<file path="config.mk">
export PLATFORM = sky130hd
export DESIGN_NAME = rbp_regblock
export DESIGN_NICKNAME = d
export VERILOG_FILES = /design/src/hw/rbp_pad_ctl.v /design/src/hw/rbp_regblock.v
export VERILOG_INCLUDE_DIRS = /design/src /design/src/hw
export SDC_FILE = /design/constraint.sdc
export NUM_CORES = 1
export LEC_CHECK = 0
export BUFFER_PORTS_ARGS = -buffer_cell sky130_fd_sc_hd__buf_4
export CAP_MARGIN = 15
export CORE_ASPECT_RATIO = 1.25
export CORE_MARGIN = 4
export CORE_UTILIZATION = 30
export DETAILED_ROUTE_END_ITERATION = 8
export PLACE_DENSITY = 0.6
export SLEW_MARGIN = 40
export SYNTH_ARGS = -nofsm -noshare
export SYNTH_HDL_FRONTEND = slang
export SYNTH_SLANG_ARGS = --single-unit
</file>
<file path="constraint.sdc">
create_clock -name hclk -period 2.9 [get_ports hclk]
set_input_delay 0.435 -clock hclk [delete_from_list [all_inputs] [get_ports hclk]]
set_output_delay 0.435 -clock hclk [all_outputs]
set_load 0.05 [all_outputs]
</file>
<file path="src/hw/rbp_defs.vh">
`ifndef RBP_DEFS_VH
`define RBP_DEFS_VH

// Register indexes inside the 1K window; byte address on the bus is four times the index.
`define RBP_IDX_W              10
`define RBP_IDX_PORT_A_DATA    10'h000
`define RBP_IDX_PORT_B_DATA    10'h001
`define RBP_IDX_PORT_A_DIR     10'h002
`define RBP_IDX_PORT_B_DIR     10'h003
`define RBP_IDX_RSVD_LOW_FIRST 10'h004
`define RBP_IDX_RSVD_LOW_LAST  10'h007
`define RBP_IDX_PORT_E_DATA    10'h008
`define RBP_IDX_PORT_E_DIR     10'h009
`define RBP_IDX_PIN_ASSIGN     10'h00a
`define RBP_IDX_MODE_CTRL      10'h00b
`define RBP_IDX_PULLUP_CTRL    10'h00c
`define RBP_IDX_DRIVE_CTRL     10'h00d
`define RBP_IDX_RSVD_E         10'h00e
`define RBP_IDX_RSVD_F         10'h00f
`define RBP_IDX_RAM_POS        10'h010
`define RBP_IDX_BLOCK_POS      10'h011

// Bus address decode: word index = 16-bit CPU address.
`define RBP_ADDR_TOP_MSB       31
`define RBP_ADDR_TOP_LSB       18
`define RBP_ADDR_BASE_MSB      17
`define RBP_ADDR_BASE_LSB      13
`define RBP_ADDR_HALF_BIT      12
`define RBP_ADDR_IDX_MSB       11
`define RBP_ADDR_IDX_LSB       2

// Field positions.
`define RBP_BASE_MSB           7
`define RBP_BASE_LSB           3
`define RBP_MAP_WAIT_BIT       0
`define RBP_PU_A_BIT           0
`define RBP_PU_B_BIT           1
`define RBP_PU_E_BIT           4
`define RBP_PU_H_BIT           5
`define RBP_PU_J_BIT           6
`define RBP_PU_K_BIT           7
`define RBP_PE_PULL_PINS       8'h8f

// Writable bit masks.
`define RBP_PE_DIR_MASK        8'hfc
`define RBP_PAD_CTRL_MASK      8'hf3
`define RBP_RAM_POS_MASK       8'he0
`define RBP_BLOCK_POS_MASK     8'hf9

// Reset values.
`define RBP_DATA_RESET         8'h00
`define RBP_DIR_RESET          8'h00
`define RBP_PIN_ASSIGN_RESET   8'h00
`define RBP_MODE_RESET         8'h00
`define RBP_PULLUP_RESET       8'h10
`define RBP_DRIVE_RESET        8'h00
`define RBP_RAM_POS_RESET      8'h00
`define RBP_BLOCK_POS_RESET    8'h00

`endif

</file>
<file path="src/hw/rbp_pad_ctl.v">
`timescale 1ns/1ps
`include "rbp_defs.vh"

module rbp_pad_ctl
(
    input  wire       hclk,
    input  wire       hresetn,
    input  wire       ce,
    input  wire [7:0] pullup_ctrl,
    input  wire [7:0] drive_ctrl,
    input  wire [7:0] dir_a,
    input  wire [7:0] dir_b,
    input  wire [7:0] dir_e,
    output reg  [7:0] pullup_pins_a,
    output reg  [7:0] pullup_pins_b,
    output reg  [7:0] pullup_pins_e,
    output reg        pullup_enable_h,
    output reg        pullup_enable_j,
    output reg        pullup_enable_k,
    output reg  [7:0] weak_drive_pins_a,
    output reg  [7:0] weak_drive_pins_b,
    output reg  [7:0] weak_drive_pins_e,
    output reg        weak_drive_h,
    output reg        weak_drive_j,
    output reg        weak_drive_k
);

    // A pull-up only loads a pin that is an input; an output pin drives its own level.
    function [7:0] pull_on_inputs;
        input       en;
        input [7:0] dir;
        begin
            pull_on_inputs = {8{en}} & ~dir;
        end
    endfunction

    always @(posedge hclk or negedge hresetn)
    begin
        if (!hresetn)
        begin
            // Port E pins 7, 3, 2, 1 and 0 come up pulled, all drives full.
            pullup_pins_a     <= 8'h00;
            pullup_pins_b     <= 8'h00;
            pullup_pins_e     <= `RBP_PE_PULL_PINS;
            pullup_enable_h   <= 1'b0;
            pullup_enable_j   <= 1'b0;
            pullup_enable_k   <= 1'b0;
            weak_drive_pins_a <= 8'h00;
            weak_drive_pins_b <= 8'h00;
            weak_drive_pins_e <= 8'h00;
            weak_drive_h      <= 1'b0;
            weak_drive_j      <= 1'b0;
            weak_drive_k      <= 1'b0;
        end
        else if (ce)
        begin
            pullup_pins_a     <= pull_on_inputs(pullup_ctrl[`RBP_PU_A_BIT], dir_a);
            pullup_pins_b     <= pull_on_inputs(pullup_ctrl[`RBP_PU_B_BIT], dir_b);
            // Pins 6 to 4 of port E have no pull-up device.
            pullup_pins_e     <= pull_on_inputs(pullup_ctrl[`RBP_PU_E_BIT], dir_e)
                                 & `RBP_PE_PULL_PINS;
            pullup_enable_h   <= pullup_ctrl[`RBP_PU_H_BIT];
            pullup_enable_j   <= pullup_ctrl[`RBP_PU_J_BIT];
            pullup_enable_k   <= pullup_ctrl[`RBP_PU_K_BIT];
            weak_drive_pins_a <= {8{drive_ctrl[`RBP_PU_A_BIT]}};
            weak_drive_pins_b <= {8{drive_ctrl[`RBP_PU_B_BIT]}};
            weak_drive_pins_e <= {8{drive_ctrl[`RBP_PU_E_BIT]}};
            weak_drive_h      <= drive_ctrl[`RBP_PU_H_BIT];
            weak_drive_j      <= drive_ctrl[`RBP_PU_J_BIT];
            weak_drive_k      <= drive_ctrl[`RBP_PU_K_BIT];
        end
    end

endmodule

</file>
<file path="src/hw/rbp_regblock.v">
// Function
// - Register block relocatable on any 2K boundary.
// - Base field supplies top five address bits.
// - Only lower 1K of window decodes.
// - Reset places block at address zero.
// - Pull-up register bits K,J,H,E,B,A; 3:2 zero.
// - Drive register bits K,J,H,E,B,A; 3:2 zero.
// - Port E pull-up enabled out of reset.
// - Other pull-ups off, all drives full.
// - Block position: base 7:3, wait bit 0.
// - RAM position field bits 7:5 only.
//
// Design decision made here: the AHB-Lite interface to the registers.
`timescale 1ns/1ps
`include "rbp_defs.vh"

module rbp_regblock
(
    input  wire        hclk,
    input  wire        hresetn,
    input  wire        ce,
    input  wire        hsel,
    input  wire [31:0] haddr,
    input  wire [1:0]  htrans,
    input  wire        hwrite,
    input  wire [2:0]  hsize,
    input  wire [31:0] hwdata,
    input  wire        hready,
    output reg  [31:0] hrdata,
    output reg         hreadyout,
    output reg         hresp,
    input  wire [7:0]  port_a_pin_in,
    output reg  [7:0]  port_a_out,
    output reg  [7:0]  port_a_oe,
    input  wire [7:0]  port_b_pin_in,
    output reg  [7:0]  port_b_out,
    output reg  [7:0]  port_b_oe,
    input  wire [7:0]  port_e_pin_in,
    output reg  [7:0]  port_e_out,
    output reg  [7:0]  port_e_oe,
    output reg  [7:0]  port_e_pin_assignment,
    output reg  [7:0]  operating_mode_control,
    output reg  [7:0]  ram_position,
    output reg  [7:0]  register_block_position,
    output wire [7:0]  pullup_pins_a,
    output wire [7:0]  pullup_pins_b,
    output wire [7:0]  pullup_pins_e,
    output wire        pullup_enable_h,
    output wire        pullup_enable_j,
    output wire        pullup_enable_k,
    output wire [7:0]  weak_drive_pins_a,
    output wire [7:0]  weak_drive_pins_b,
    output wire [7:0]  weak_drive_pins_e,
    output wire        weak_drive_h,
    output wire        weak_drive_j,
    output wire        weak_drive_k
);

    localparam ST_IDLE = 1'b0;
    localparam ST_DATA = 1'b1;

    reg                   state;
    reg                   dp_sel;
    reg                   dp_write;
    reg [`RBP_IDX_W-1:0]  dp_idx;
    reg [7:0]             pullup_enable_control;
    reg [7:0]             reduced_drive_control;
    reg [7:0]             sync1_a;
    reg [7:0]             sync2_a;
    reg [7:0]             sync1_b;
    reg [7:0]             sync2_b;
    reg [7:0]             sync1_e;
    reg [7:0]             sync2_e;

    wire                  accept;
    wire                  ap_sel;
    wire [`RBP_IDX_W-1:0] ap_idx;
    wire [7:0]            wdata;
    reg  [7:0]            read_value;

    // A data register reads the pin on inputs and the latch on outputs.
    function [7:0] pin_view;
        input [7:0] latch;
        input [7:0] dir;
        input [7:0] pin;
        begin
            pin_view = (latch & dir) | (pin & ~dir);
        end
    endfunction

    // Keeps the stored value outside the writable bits and takes the new one inside them.
    function [7:0] masked_write;
        input [7:0] old_value;
        input [7:0] new_value;
        input [7:0] mask;
        begin
            masked_write = (old_value & ~mask) | (new_value & mask);
        end
    endfunction

    assign accept = hsel && htrans[1] && hready && (state == ST_IDLE);
    assign ap_idx = haddr[`RBP_ADDR_IDX_MSB:`RBP_ADDR_IDX_LSB];
    assign wdata  = hwdata[7:0];

    // The window tracks the programmed base, so relocation takes effect on the next transfer.
    assign ap_sel = (haddr[`RBP_ADDR_TOP_MSB:`RBP_ADDR_TOP_LSB] == 14'h0000)
                    && (haddr[`RBP_ADDR_BASE_MSB:`RBP_ADDR_BASE_LSB]
                        == register_block_position[`RBP_BASE_MSB:`RBP_BASE_LSB])
                    && !haddr[`RBP_ADDR_HALF_BIT];

    // Unused or reserved indexes in the 1K window read as zero.
    always @*
    begin
        read_value = 8'h00;
        case (dp_idx)
            `RBP_IDX_PORT_A_DATA: read_value = pin_view(port_a_out, port_a_oe, sync2_a);
            `RBP_IDX_PORT_B_DATA: read_value = pin_view(port_b_out, port_b_oe, sync2_b);
            `RBP_IDX_PORT_A_DIR:  read_value = port_a_oe;
            `RBP_IDX_PORT_B_DIR:  read_value = port_b_oe;
            `RBP_IDX_PORT_E_DATA: read_value = pin_view(port_e_out, port_e_oe, sync2_e);
            `RBP_IDX_PORT_E_DIR:  read_value = port_e_oe;
            `RBP_IDX_PIN_ASSIGN:  read_value = port_e_pin_assignment;
            `RBP_IDX_MODE_CTRL:   read_value = operating_mode_control;
            `RBP_IDX_PULLUP_CTRL: read_value = pullup_enable_control;
            `RBP_IDX_DRIVE_CTRL:  read_value = reduced_drive_control;
            `RBP_IDX_RAM_POS:     read_value = ram_position;
            `RBP_IDX_BLOCK_POS:   read_value = register_block_position;
            default:              read_value = 8'h00;
        endcase
    end

    // Pins are asynchronous to hclk; only the second stage is read.
    always @(posedge hclk or negedge hresetn)
    begin
        if (!hresetn)
        begin
            sync1_a <= 8'h00;
            sync2_a <= 8'h00;
            sync1_b <= 8'h00;
            sync2_b <= 8'h00;
            sync1_e <= 8'h00;
            sync2_e <= 8'h00;
        end
        else if (ce)
        begin
            sync1_a <= port_a_pin_in;
            sync2_a <= sync1_a;
            sync1_b <= port_b_pin_in;
            sync2_b <= sync1_b;
            sync1_e <= port_e_pin_in;
            sync2_e <= sync1_e;
        end
    end

    // Every transfer takes one wait state; the write lands in the first data-phase cycle,
    // so a read right behind a write always sees the new value.
    always @(posedge hclk or negedge hresetn)
    begin
        if (!hresetn)
        begin
            state     <= ST_IDLE;
            dp_sel    <= 1'b0;
            dp_write  <= 1'b0;
            dp_idx    <= {`RBP_IDX_W{1'b0}};
            hrdata    <= 32'h00000000;
            hreadyout <= 1'b1;
            hresp     <= 1'b0;
        end
        else if (ce)
        begin
            hresp <= 1'b0;
            case (state)
                ST_IDLE:
                begin
                    if (accept)
                    begin
                        dp_sel    <= ap_sel;
                        dp_write  <= hwrite;
                        dp_idx    <= ap_idx;
                        hreadyout <= 1'b0;
                        state     <= ST_DATA;
                    end
                end
                ST_DATA:
                begin
                    if (dp_sel && !dp_write)
                    begin
                        hrdata <= {24'h000000, read_value};
                    end
                    else
                    begin
                        hrdata <= 32'h00000000;
                    end
                    hreadyout <= 1'b1;
                    state     <= ST_IDLE;
                end
                default:
                begin
                    hreadyout <= 1'b1;
                    state     <= ST_IDLE;
                end
            endcase
        end
    end

    always @(posedge hclk or negedge hresetn)
    begin
        if (!hresetn)
        begin
            port_a_out              <= `RBP_DATA_RESET;
            port_b_out              <= `RBP_DATA_RESET;
            port_e_out              <= `RBP_DATA_RESET;
            port_a_oe               <= `RBP_DIR_RESET;
            port_b_oe               <= `RBP_DIR_RESET;
            port_e_oe               <= `RBP_DIR_RESET;
            port_e_pin_assignment   <= `RBP_PIN_ASSIGN_RESET;
            operating_mode_control  <= `RBP_MODE_RESET;
            pullup_enable_control   <= `RBP_PULLUP_RESET;
            reduced_drive_control   <= `RBP_DRIVE_RESET;
            ram_position            <= `RBP_RAM_POS_RESET;
            register_block_position <= `RBP_BLOCK_POS_RESET;
        end
        else if (ce && (state == ST_DATA) && dp_sel && dp_write)
        begin
            case (dp_idx)
                `RBP_IDX_PORT_A_DATA: port_a_out <= wdata;
                `RBP_IDX_PORT_B_DATA: port_b_out <= wdata;
                `RBP_IDX_PORT_A_DIR:  port_a_oe  <= wdata;
                `RBP_IDX_PORT_B_DIR:  port_b_oe  <= wdata;
                `RBP_IDX_PORT_E_DATA: port_e_out <= wdata;
                `RBP_IDX_PORT_E_DIR:
                    port_e_oe <= masked_write(port_e_oe, wdata, `RBP_PE_DIR_MASK);
                `RBP_IDX_PIN_ASSIGN:  port_e_pin_assignment  <= wdata;
                `RBP_IDX_MODE_CTRL:   operating_mode_control <= wdata;
                `RBP_IDX_PULLUP_CTRL:
                    pullup_enable_control <= masked_write(pullup_enable_control, wdata,
                                                          `RBP_PAD_CTRL_MASK);
                `RBP_IDX_DRIVE_CTRL:
                    reduced_drive_control <= masked_write(reduced_drive_control, wdata,
                                                          `RBP_PAD_CTRL_MASK);
                `RBP_IDX_RAM_POS:
                    ram_position <= masked_write(ram_position, wdata,
                                                 `RBP_RAM_POS_MASK);
                `RBP_IDX_BLOCK_POS:
                    register_block_position <= masked_write(register_block_position, wdata,
                                                            `RBP_BLOCK_POS_MASK);
                default:
                begin
                    port_a_out <= port_a_out;
                end
            endcase
        end
    end

    // Pad controls are registered once more so that every pad line comes from a flop.
    rbp_pad_ctl u_pad
    (
        .hclk              (hclk),
        .hresetn           (hresetn),
        .ce                (ce),
        .pullup_ctrl       (pullup_enable_control),
        .drive_ctrl        (reduced_drive_control),
        .dir_a             (port_a_oe),
        .dir_b             (port_b_oe),
        .dir_e             (port_e_oe),
        .pullup_pins_a     (pullup_pins_a),
        .pullup_pins_b     (pullup_pins_b),
        .pullup_pins_e     (pullup_pins_e),
        .pullup_enable_h   (pullup_enable_h),
        .pullup_enable_j   (pullup_enable_j),
        .pullup_enable_k   (pullup_enable_k),
        .weak_drive_pins_a (weak_drive_pins_a),
        .weak_drive_pins_b (weak_drive_pins_b),
        .weak_drive_pins_e (weak_drive_pins_e),
        .weak_drive_h      (weak_drive_h),
        .weak_drive_j      (weak_drive_j),
        .weak_drive_k      (weak_drive_k)
    );

endmodule

</file>
==> run_results.csv, run 1 <==
group,metric,value,unit
synthesis,avgSynthCellArea,12.3,um2
worst_setup_path,end_kind,"register",
synthesis,ys_ff_latch,182,
worst_setup_path,crit_arrival,2700,ps
pwr,cellInternalPower,4.30,mW
timing,finalCritPeriodShare,0.819,
timing,totalNegativeSetupSlack,0,ps
worst_setup_path,worstSetupPathType,"register to register",
clock_network,cts_buffer_depth,2,
synthesis,synth_area_leaders,"dfrtp_1 51%, mux2_2 20%, buf_4 5.2%",
synthesis,syn_inst,697,
pwr,p_seq_frac,0.466,
worst_setup_path,critPathLaunchType,"register",
floorplanning,die-area,0.0315,mm2
detailed_routing,viasPerCell,4.92,
floorplanning,ios,267,
pwr,p_switching,1.77,mW
worst_setup_path,crit_slowest_cell,"nor4_4",
cells_and_area,area_growth,26.8,%
worst_setup_path,reg2reg_slack,530,ps
detailed_routing,finalWirelength,27000,um
min_path,hp-class,"input port to register",
synthesis,async_flop_share,1.00,
timing,setup_viol,0,
clock_network,cts_root_buf,"clkbuf_16",
place,hpwl,20400,um
worst_setup_path,endpoint,"port_e_pin_assignment[6]",
detailed_routing,drcViolationCount,0,
place,place_inst,1216,
clock_network,cts_buffers,17,
pwr,power_density,556,mW/mm2
worst_setup_path,max_stage_delay,570,ps
synthesis,synth_edf_count,0,
synthesis,ys_warn_count,0,
worst_setup_path,rr_worst_depth,5,
place,dp_worst_setup_slack,303,ps
grt,grt_max_degree,78,
worst_setup_path,path_cells,"nor4_4 -> nand2_2 -> nor2_1 -> nand2_1 -> mux2_2",
worst_setup_path,crit_path_max_fanout,9,
pwr,p_leak,5.15,nW
timing,worst_slack,525,ps
cells_and_area,nNetsFinal,980,
grt,track_usage,0.170,
worst_setup_path,critPathLaunch,"dp_idx[4]",
synthesis,synth_top_area_cell,"dfrtp_1",
timing,maxSlewViolCount,0,
synthesis,yosysUniqueCellTypes,54,
cells_and_area,layout.cells.non_filler,1248,
clock_network,cts.sinks,182,
cells_and_area,nFillCells,2781,
detailed_routing,wl_per_cell,21.7,um
synthesis,ys_seq_area_frac,0.530,
floorplanning,coreArea,0.0284,mm2
floorplanning,die_h,197,um
clock_network,cts.reportedPaths.clkPinSlew,70,ps
synthesis,synth_top_area_frac,0.512,
status,status,"complete, no violations",
floorplanning,die_w,160,um
detailed_routing,firstDrtPassIters,5,
pwr,comb_power_share,0.146,
grt,grt_pass1_wl,40000,um
worst_setup_path,cp.required,3220,ps
worst_setup_path,reg2reg_from,"dp_idx[4]",
place,place.gp.congestion,0.939,
timing,finalClockSkew,11.5,ps
place,portBuffers,199,
run,drv_cap,0,
floorplanning,rows,69,
detailed_routing,vias,6141,
timing,worst-slew-pin-transition,567,ps
pwr,p_sw_frac,0.292,
timing,rsz0062_at_grt,"false",
timing,min_period,2370,ps
cells_and_area,diodes,0,
grt,antenna_found_initial,0,
clock_network,insertion_delay,440,ps
cells_and_area,drive_above_1_share,0.477,
pwr,ir_worst_vdd,0.451,mV
clock_network,cts_resized,0,
clock_network,tritoncts,"yes",
clock_network,postCtsSetupRepairBufs,0,
cells_and_area,post-route-cell-area,0.0109,mm2
timing,fmax,421,MHz
clock_network,htreeDepth,4,
detailed_routing,ant_nets,0,
grt,grt_pass1_vias,6001,
worst_setup_path,r2r-end,"port_e_pin_assignment[6]",
place,place_area,0.0103,mm2
timing,slew_headroom,0.612,
grt,grt-ovfl-total,0,
synthesis,synth_top_flop_cell,"dfrtp_1",
detailed_routing,drt_iter0_drc,429,
synthesis,syn_area,0.00861,mm2
pwr,clockPowerShare,0.388,
floorplanning,start_util,0.303,
timing,hold_viol,0,
[registers in the layout, indices dropped and copies added (netlist names), 8 cells and up]
name and cells:
operating_mode_control 8, port_e_out 8, sync2_e 8, u_pad.pullup_pins_b 8
sync2_b 8, port_a_oe 8, sync1_b 8, sync1_a 8
sync2_a 8, hrdata 8, dp_idx 10, sync1_e 8
port_a_out 8, port_b_oe 8, port_b_out 8, port_e_pin_assignment 8
u_pad.pullup_pins_a 8
[worst max-delay path, delay by kind of cell (launching register included)]
family,cells,cell delay (ps)
and+or+nand+nor,4,1410
muxes,1,380
DFF,1,470
[routing by layer]
metal,GRT usage,up-vias,part of all wire,wire (um)
met1,0.202,3050,0.41,11000
li1,-,2789,-,-
met4,0.0598,0,0.025,689
met5,0,-,0,0
met3,0.0491,43,0.068,1830
met2,0.294,259,0.50,13500
[cells in the mapped netlist (2+ instances only)]
library cell,count
mux4_2,2
o211ai_1,5
nand4_1,10
a21oi_1,5
dfrtp_1,176
nor4b_1,3
nand3b_1,16
o22ai_1,3
o2bb2ai_1,4
mux2i_1,18
a31oi_1,4
nand2_1,29
o221ai_1,3
a22o_1,2
nor2b_1,9
xor2_1,2
a22oi_1,4
a32oi_1,4
or4_1,2
buf_1,8
nor3b_1,3
mux2_2,153
nand2b_1,4
o31ai_1,2
nor4_1,4
nor3_2,3
o21ai_0,29
nor3_1,8
a32o_1,4
nand3_1,10
inv_1,25
nor4_4,2
a211oi_1,10
nor2_1,16
dfstp_2,6
or3_1,2
xnor2_1,3
clkbuf_1,20
nand2_2,2
buf_2,7
buf_4,60
a2111oi_0,3
[worst min path at each step]
stage | start | endpoint | slack (ps) | cells past startpoint
after floorplan | hresetn | dp_idx[0] | 140 | 0
after CTS | haddr[5] | dp_idx[3] | 190 | 3
after global routing | port_b_pin_in[6] | sync1_b[6] | 200 | 2
after detailed placement | hresetn | sync1_a[5] | 410 | 1
after global placement | hresetn | sync1_a[5] | 410 | 1
final | haddr[5] | dp_idx[3] | 210 | 3
[power groups by stage]
stage | Clock (mW) | Sequential (mW) | Combinational, mW
4_1_cts | 2.41 | 2.83 | 0.892
3_3_place_gp | 0 | 2.87 | 0.882
2_1_floorplan | 0 | 2.81 | 0.612
5_1_grt | 2.50 | 2.85 | 0.960
3_5_place_dp | 0 | 2.87 | 0.889
6_report | 2.35 | 2.83 | 0.889
[final cells by class]
class                      count  area (um2)  area share
clock buffer                  17         425      0.0390
clock inverter                14         164      0.0150
inverter                      25        93.8     0.00860
multi-input combinational    431        3500       0.320
sequential                   182        4560       0.418
tap                          355         444      0.0407
timing repair buffer         224        1730       0.158
[kinds of logic (layout without fill, tap and decap cells)]
kind of cell           Yosys count  after routing  synth area share
AO/OA/AOI/OAI                   87             87            0.0693
XOR/XNOR                         5              5           0.00509
buffers and inverters          120            280            0.0795
flip-flops                     182            182             0.530
multiplexers                   173            173             0.226
other                            1             37          0.000436
AND/OR/NAND/NOR                129            129            0.0893
[what timing repair did]
action / in CTS / in global routing
hold buffers: 1 / 0
setup endpoints to repair: 0 / 0
endpoints found under the hold margin: 44 / 0
[per-stage QoR]
stage / util / total power, mW / hold slack [ps]
floorplan: - / 3.43 / 139
global placement: 0.363 / 3.75 / 410
detailed placement: 0.363 / 3.76 / 412
CTS: 0.384 / 6.13 / 190
global route: 0.384 / 6.31 / 205
finish: 0.384 / 6.07 / 210
[layout by cell type (no fill, tap or decap), drive strengths merged, types with 9 or more instances in the layout]
master,count
a211oi,10
dfrtp,176
nand3,11
nor2b,9
nand4,10
nor3,12
clkbuf,17
nor2,16
nand2,31
nand3b,16
buf,223
conb,37
o21ai,29
mux2i,18
mux2,153
inv,32
No activity file was read; power rests on OpenSTA's default activity.
==> run 2, diff against run 1 <==
- clock period: 2.9 -> 2.38 ns (I/O delays scaled with it)
==> run 2 against run 1 <==
Compared with the run above: sequential power increased by 22%; clock skew decreased by 1.6 ps; sequential share of layout area decreased by 0.95 points; combinational power increased by 29%; via count increased by 1.9%; non-clock buffer count increased by 33; fmax increased by 5.6%; first-iteration DRC count decreased by 2.6%; critical endpoint is now port_e_out[4]; largest cell class unchanged.
==> run_results.csv, run 2 (synthesized netlist as in run 1, its figures left out) <==
group,metric,value,unit
worst_setup_path,reg2reg_slack,130,ps
detailed_routing,finalWirelength,27200,um
worst_setup_path,end_kind,"register",
timing,worst-slew-pin-transition,702,ps
cells_and_area,nFillCells,2759,
pwr,clockPowerShare,0.388,
pwr,ir_worst_vdd,0.485,mV
clock_network,cts_root_buf,"clkbuf_16",
floorplanning,start_util,0.303,
run,drv_cap,0,
floorplanning,coreArea,0.0284,mm2
worst_setup_path,crit_arrival,2560,ps
worst_setup_path,crit_path_max_fanout,12,
worst_setup_path,crit_slowest_cell,"dfrtp_1",
cells_and_area,diodes,0,
cells_and_area,largest_reg_flops,10,
detailed_routing,drcViolationCount,0,
worst_setup_path,cp.required,2690,ps
cells_and_area,area_growth,29.7,%
detailed_routing,wl_per_cell,21.2,um
worst_setup_path,worstSetupPathType,"register to register",
worst_setup_path,path_cells,"or3_1 -> buf_4 -> nor4_4 -> buf_4 -> mux2_2",
grt,grt_pass1_wl,40900,um
pwr,p_total,7.50,mW
timing,finalCritPeriodShare,0.945,
cells_and_area,nNetsFinal,1013,
detailed_routing,ant_nets,0,
clock_network,insertion_delay,430,ps
clock_network,cts_buffer_depth,2,
timing,fmax,445,MHz
clock_network,cts.sinks,182,
cells_and_area,layout.cells.non_filler,1282,
timing,rsz0062_at_grt,"false",
grt,grt-ovfl-total,0,
worst_setup_path,r2r-end,"port_e_out[4]",
clock_network,htreeDepth,4,
grt,grt_max_degree,83,
place,place_area,0.0106,mm2
pwr,power_density,671,mW/mm2
timing,totalNegativeSetupSlack,0,ps
min_path,hp-class,"input port to register",
pwr,comb_power_share,0.153,
grt,track_usage,0.172,
worst_setup_path,max_stage_delay,540,ps
cells_and_area,layout_commonest_cell,"buf_4",
pwr,p_seq_frac,0.458,
timing,hold_ws,141,ps
floorplanning,die-area,0.0315,mm2
cells_and_area,regMostFlops,"dp_idx",
pwr,p_leak,5.32,nW
place,portBuffers,199,
timing,maxSlewViolCount,0,
pwr,p_sw_frac,0.289,
worst_setup_path,endpoint,"port_e_out[4]",
pwr,cellInternalPower,5.33,mW
clock_network,postCtsSetupRepairBufs,0,
worst_setup_path,reg2reg_from,"dp_idx[1]",
place,hpwl,20900,um
timing,min_period,2250,ps
timing,hold_viol,0,
detailed_routing,firstDrtPassIters,5,
worst_setup_path,path_common_cell,"buf_4",
timing,slew_headroom,0.532,
floorplanning,rows,69,
cells_and_area,fin_util,0.393,
cells_and_area,drive_above_1_share,0.495,
detailed_routing,vias,6257,
timing,setup_viol,0,
clock_network,tritoncts,"yes",
grt,antenna_found_initial,0,
place,place.gp.congestion,0.930,
timing,worst_slack,130,ps
clock_network,cts.reportedPaths.clkPinSlew,70,ps
detailed_routing,drt_iter0_drc,418,
worst_setup_path,critPathLaunchType,"register",
floorplanning,ios,267,
cells_and_area,mostFrequentLayoutCells,"252 x buf_4, 175 x dfrtp_1, 153 x mux2_2",
place,dp_worst_setup_slack,196,ps
cells_and_area,post-route-cell-area,0.0112,mm2
detailed_routing,viasPerCell,4.88,
grt,grt_pass1_vias,6276,
floorplanning,die_h,197,um
place,place_inst,1249,
worst_setup_path,critPathLaunch,"dp_idx[1]",
worst_setup_path,rr_worst_depth,5,
status,status,"complete, no violations",
pwr,p_switching,2.17,mW
floorplanning,die_w,160,um
clock_network,cts_buffers,17,
timing,finalClockSkew,9.92,ps
-- run 2: cell count changes in the layout (fill, tap and decap cells not counted), sizes merged --
| cell | previous run | this run |
|---|---|---|
| buf | 223 | 256 |
| clkbuf | 17 | 19 |
| clkinvlp | 2 | 1 |
-- run 2: final cells by class --
class                           instances  area [um2]  area share
Clock buffer                           19         443      0.0397
Clock inverter                         13         160      0.0143
Inverter                               25        93.8     0.00841
Multi-Input combinational cell        431        3500       0.313
Sequential cell                       182        4560       0.409
Tap cell                              355         444      0.0398
Timing Repair Buffer                  257        1960       0.176
-- run 2: worst min-delay path by stage --
| stage | from | to | slack (ps) | depth (start not counted) |
|---|---|---|---|---|
| 4_1_cts | haddr[5] | dp_idx[3] | 130 | 3 |
| 5_1_grt | port_b_pin_in[5] | sync1_b[5] | 130 | 2 |
| 3_5_place_dp | hresetn | port_e_out[1] | 310 | 1 |
| 6_report | haddr[5] | dp_idx[3] | 140 | 3 |
| 3_3_place_gp | hresetn | sync1_e[5] | 310 | 1 |
| 2_1_floorplan | hresetn | dp_idx[0] | 60 | 0 |
-- run 2: per-layer routing --
layer	global-route usage	vias to the layer above	part of all wire
met5	0	-	0
li1	-	2861	-
met1	0.208	3127	0.41
met3	0.0493	34	0.063
met4	0.0553	0	0.027
met2	0.296	235	0.50
-- run 2: what timing repair did --
item | 4_1_cts | 5_1_grt
gates resized for setup | 0 | 0
hold buffers | 1 | 0
endpoints found under the hold margin | 37 | 0
endpoints found under the setup margin | 0 | 0
-- run 2: critical path, delay by kind of cell, from the launching register on --
| family | cells | cell delay (ps) |
|---|---|---|
| buf+inv | 2 | 410 |
| simple gates | 2 | 840 |
| flops | 1 | 540 |
| mux | 1 | 330 |
-- run 2: power groups by stage --
stage          sequential, mW  clock (mW)  combinational, mW
2_1_floorplan            3.43           0              0.746
5_1_grt                  3.46        3.09               1.24
3_3_place_gp             3.49           0               1.14
3_5_place_dp             3.49           0               1.15
4_1_cts                  3.44        2.98               1.16
6_report                 3.44        2.91               1.15
==> run 3, diff against run 2 <==
- CTS_BUF_LIST: default -> sky130_fd_sc_hd__clkbuf_4 sky130_fd_sc_hd__clkbuf_8 sky130_fd_sc_hd__clkbuf_16
- TNS_END_PERCENT: default -> 100
==> run 3 against run 2 <==
Compared with the run above: sequential share of layout area hardly changed; combinational power hardly changed; final cell count did not move; count of clock-buffer cells in the layout unchanged; worst hold slack about the same; non-clock buffer count stayed put; power rose by 0.15%; wire length did not move; sequential power is essentially flat; clock skew hardly changed; largest cell class unchanged.
==> run_results.csv, run 3 (synthesized netlist as in run 1, its figures left out) <==
group,metric,value,unit
timing,maxSlewViolCount,0,
detailed_routing,finalWirelength,27200,um
worst_setup_path,crit_family,"simple AND/OR/NAND/NOR gates",
clock_network,cts_buffers,17,
timing,setup_viol,0,
timing,worst_slack,130,ps
cells_and_area,area_growth,29.8,%
floorplanning,start_util,0.303,
timing,totalNegativeSetupSlack,0,ps
timing,hold_viol,0,
timing,worst-slew-pin-transition,702,ps
min_path,hp-class,"input port to register",
worst_setup_path,max_stage_delay,540,ps
floorplanning,rows,69,
clock_network,cts_root_buf,"clkbuf_16",
detailed_routing,drt_iter0_drc,418,
timing,finalCritPeriodShare,0.945,
pwr,ir_worst_vdd,0.485,mV
min_path,whs_path_depth,3,
clock_network,postCtsSetupRepairBufs,0,
min_path,whs_endpoint,"dp_idx[3]",
detailed_routing,firstDrtPassIters,5,
clock_network,cts.sinks,182,
detailed_routing,vias,6257,
floorplanning,die_h,197,um
cells_and_area,nFillCells,2758,
cells_and_area,regMostFlops,"dp_idx",
floorplanning,die_w,160,um
cells_and_area,layout_commonest_cell,"buf_4",
worst_setup_path,crit_slowest_cell,"dfrtp_1",
worst_setup_path,path_cells,"or3_1 -> buf_4 -> nor4_4 -> buf_4 -> mux2_2",
timing,slew_headroom,0.532,
pwr,p_leak,5.32,nW
detailed_routing,viasPerCell,4.88,
place,hpwl,20900,um
cells_and_area,multi_input_area,0.00350,mm2
pwr,p_total,7.51,mW
worst_setup_path,end_kind,"register",
worst_setup_path,reg2reg_from,"dp_idx[1]",
clock_network,insertion_delay,430,ps
place,portBuffers,199,
worst_setup_path,critPathLaunch,"dp_idx[1]",
worst_setup_path,path_common_cell,"buf_4",
cells_and_area,drive_above_1_share,0.496,
clock_network,cts.reportedPaths.clkPinSlew,70,ps
min_path,min_from,"haddr[5]",
cells_and_area,largest_reg_flops,10,
detailed_routing,drcViolationCount,0,
clock_network,tritoncts,"yes",
grt,grt_pass1_wl,40900,um
cells_and_area,nNetsFinal,1013,
place,place_area,0.0106,mm2
worst_setup_path,crit_path_max_fanout,12,
timing,finalClockSkew,9.92,ps
place,dp_worst_setup_slack,196,ps
cells_and_area,post-route-cell-area,0.0112,mm2
worst_setup_path,worstSetupPathType,"register to register",
run,drv_cap,0,
status,status,"complete, no violations",
worst_setup_path,rr_worst_depth,5,
grt,grt_max_degree,83,
cells_and_area,seq_area,0.00456,mm2
floorplanning,coreArea,0.0284,mm2
cells_and_area,diodes,0,
grt,grt_pass1_vias,6276,
grt,grt-ovfl-total,0,
pwr,power_density,672,mW/mm2
timing,fmax,445,MHz
worst_setup_path,crit_buf_inv,2,
place,place.gp.congestion,0.930,
clock_network,cts_buffer_depth,2,
cells_and_area,mostFrequentLayoutCells,"252 x buf_4, 175 x dfrtp_1, 153 x mux2_2",
worst_setup_path,critPathLaunchType,"register",
floorplanning,ios,267,
timing,rsz0062_at_grt,"false",
floorplanning,die-area,0.0315,mm2
timing,min_period,2250,ps
worst_setup_path,r2r-end,"port_e_out[4]",
cells_and_area,fin_util,0.393,
worst_setup_path,cp.required,2690,ps
detailed_routing,wl_per_cell,21.2,um
worst_setup_path,crit_arrival,2560,ps
detailed_routing,ant_nets,0,
grt,track_usage,0.172,
clock_network,htreeDepth,4,
grt,antenna_found_initial,0,
worst_setup_path,reg2reg_slack,130,ps
-- run 3: worst max-delay path by stage --
stage / slack (ps) / endpoint / cells after the start
after global placement: 200 / port_e_out[2] / 5
after floorplan: 330 / reduced_drive_control[1] / 6
after global routing: 40 / hrdata[2] / 5
after detailed placement: 200 / port_e_out[7] / 5
after CTS: 180 / port_e_out[0] / 5
final: 130 / port_e_out[4] / 5
-- run 3: area by class of cell --
type | instances | area share
timing repair buffer | 257 | 0.176
clock inverter | 13 | 0.0143
sequential | 182 | 0.409
multi-input combinational | 431 | 0.313
clock buffer | 19 | 0.0400
inverter | 25 | 0.00840
tap | 355 | 0.0398
-- run 3: where the power goes --
group / internal (mW) / total, mW / switching, mW
combinational: 0.464 / 1.15 / 0.684
clock: 1.62 / 2.92 / 1.30
sequential: 3.25 / 3.44 / 0.183
total: 5.34 / 7.51 / 2.17
-- run 3: what timing repair did --
item                      in CTS  in global routing
gates resized for setup        0                  0
hold buffers                   1                  0
hold endpoints to repair      37                  0
-- run 3: layer usage --
layer,vias up,wire length (um),track usage
met5,-,0,0
met4,0,726,0.0553
met3,34,1710,0.0493
met2,235,13700,0.296
met1,3127,11000,0.208
li1,2861,-,-
-- run 3: metrics by stage --
stage	hold WS, ps	cells
CTS	129	1282
global placement	309	1249
finish	141	1282
global route	125	1282
floorplan	61.4	733
detailed placement	314	1249
-- run 3: worst min-delay path: stages --
cell and delay (ps):
buf_4 80, nand2_1 40, o21ai_0 60
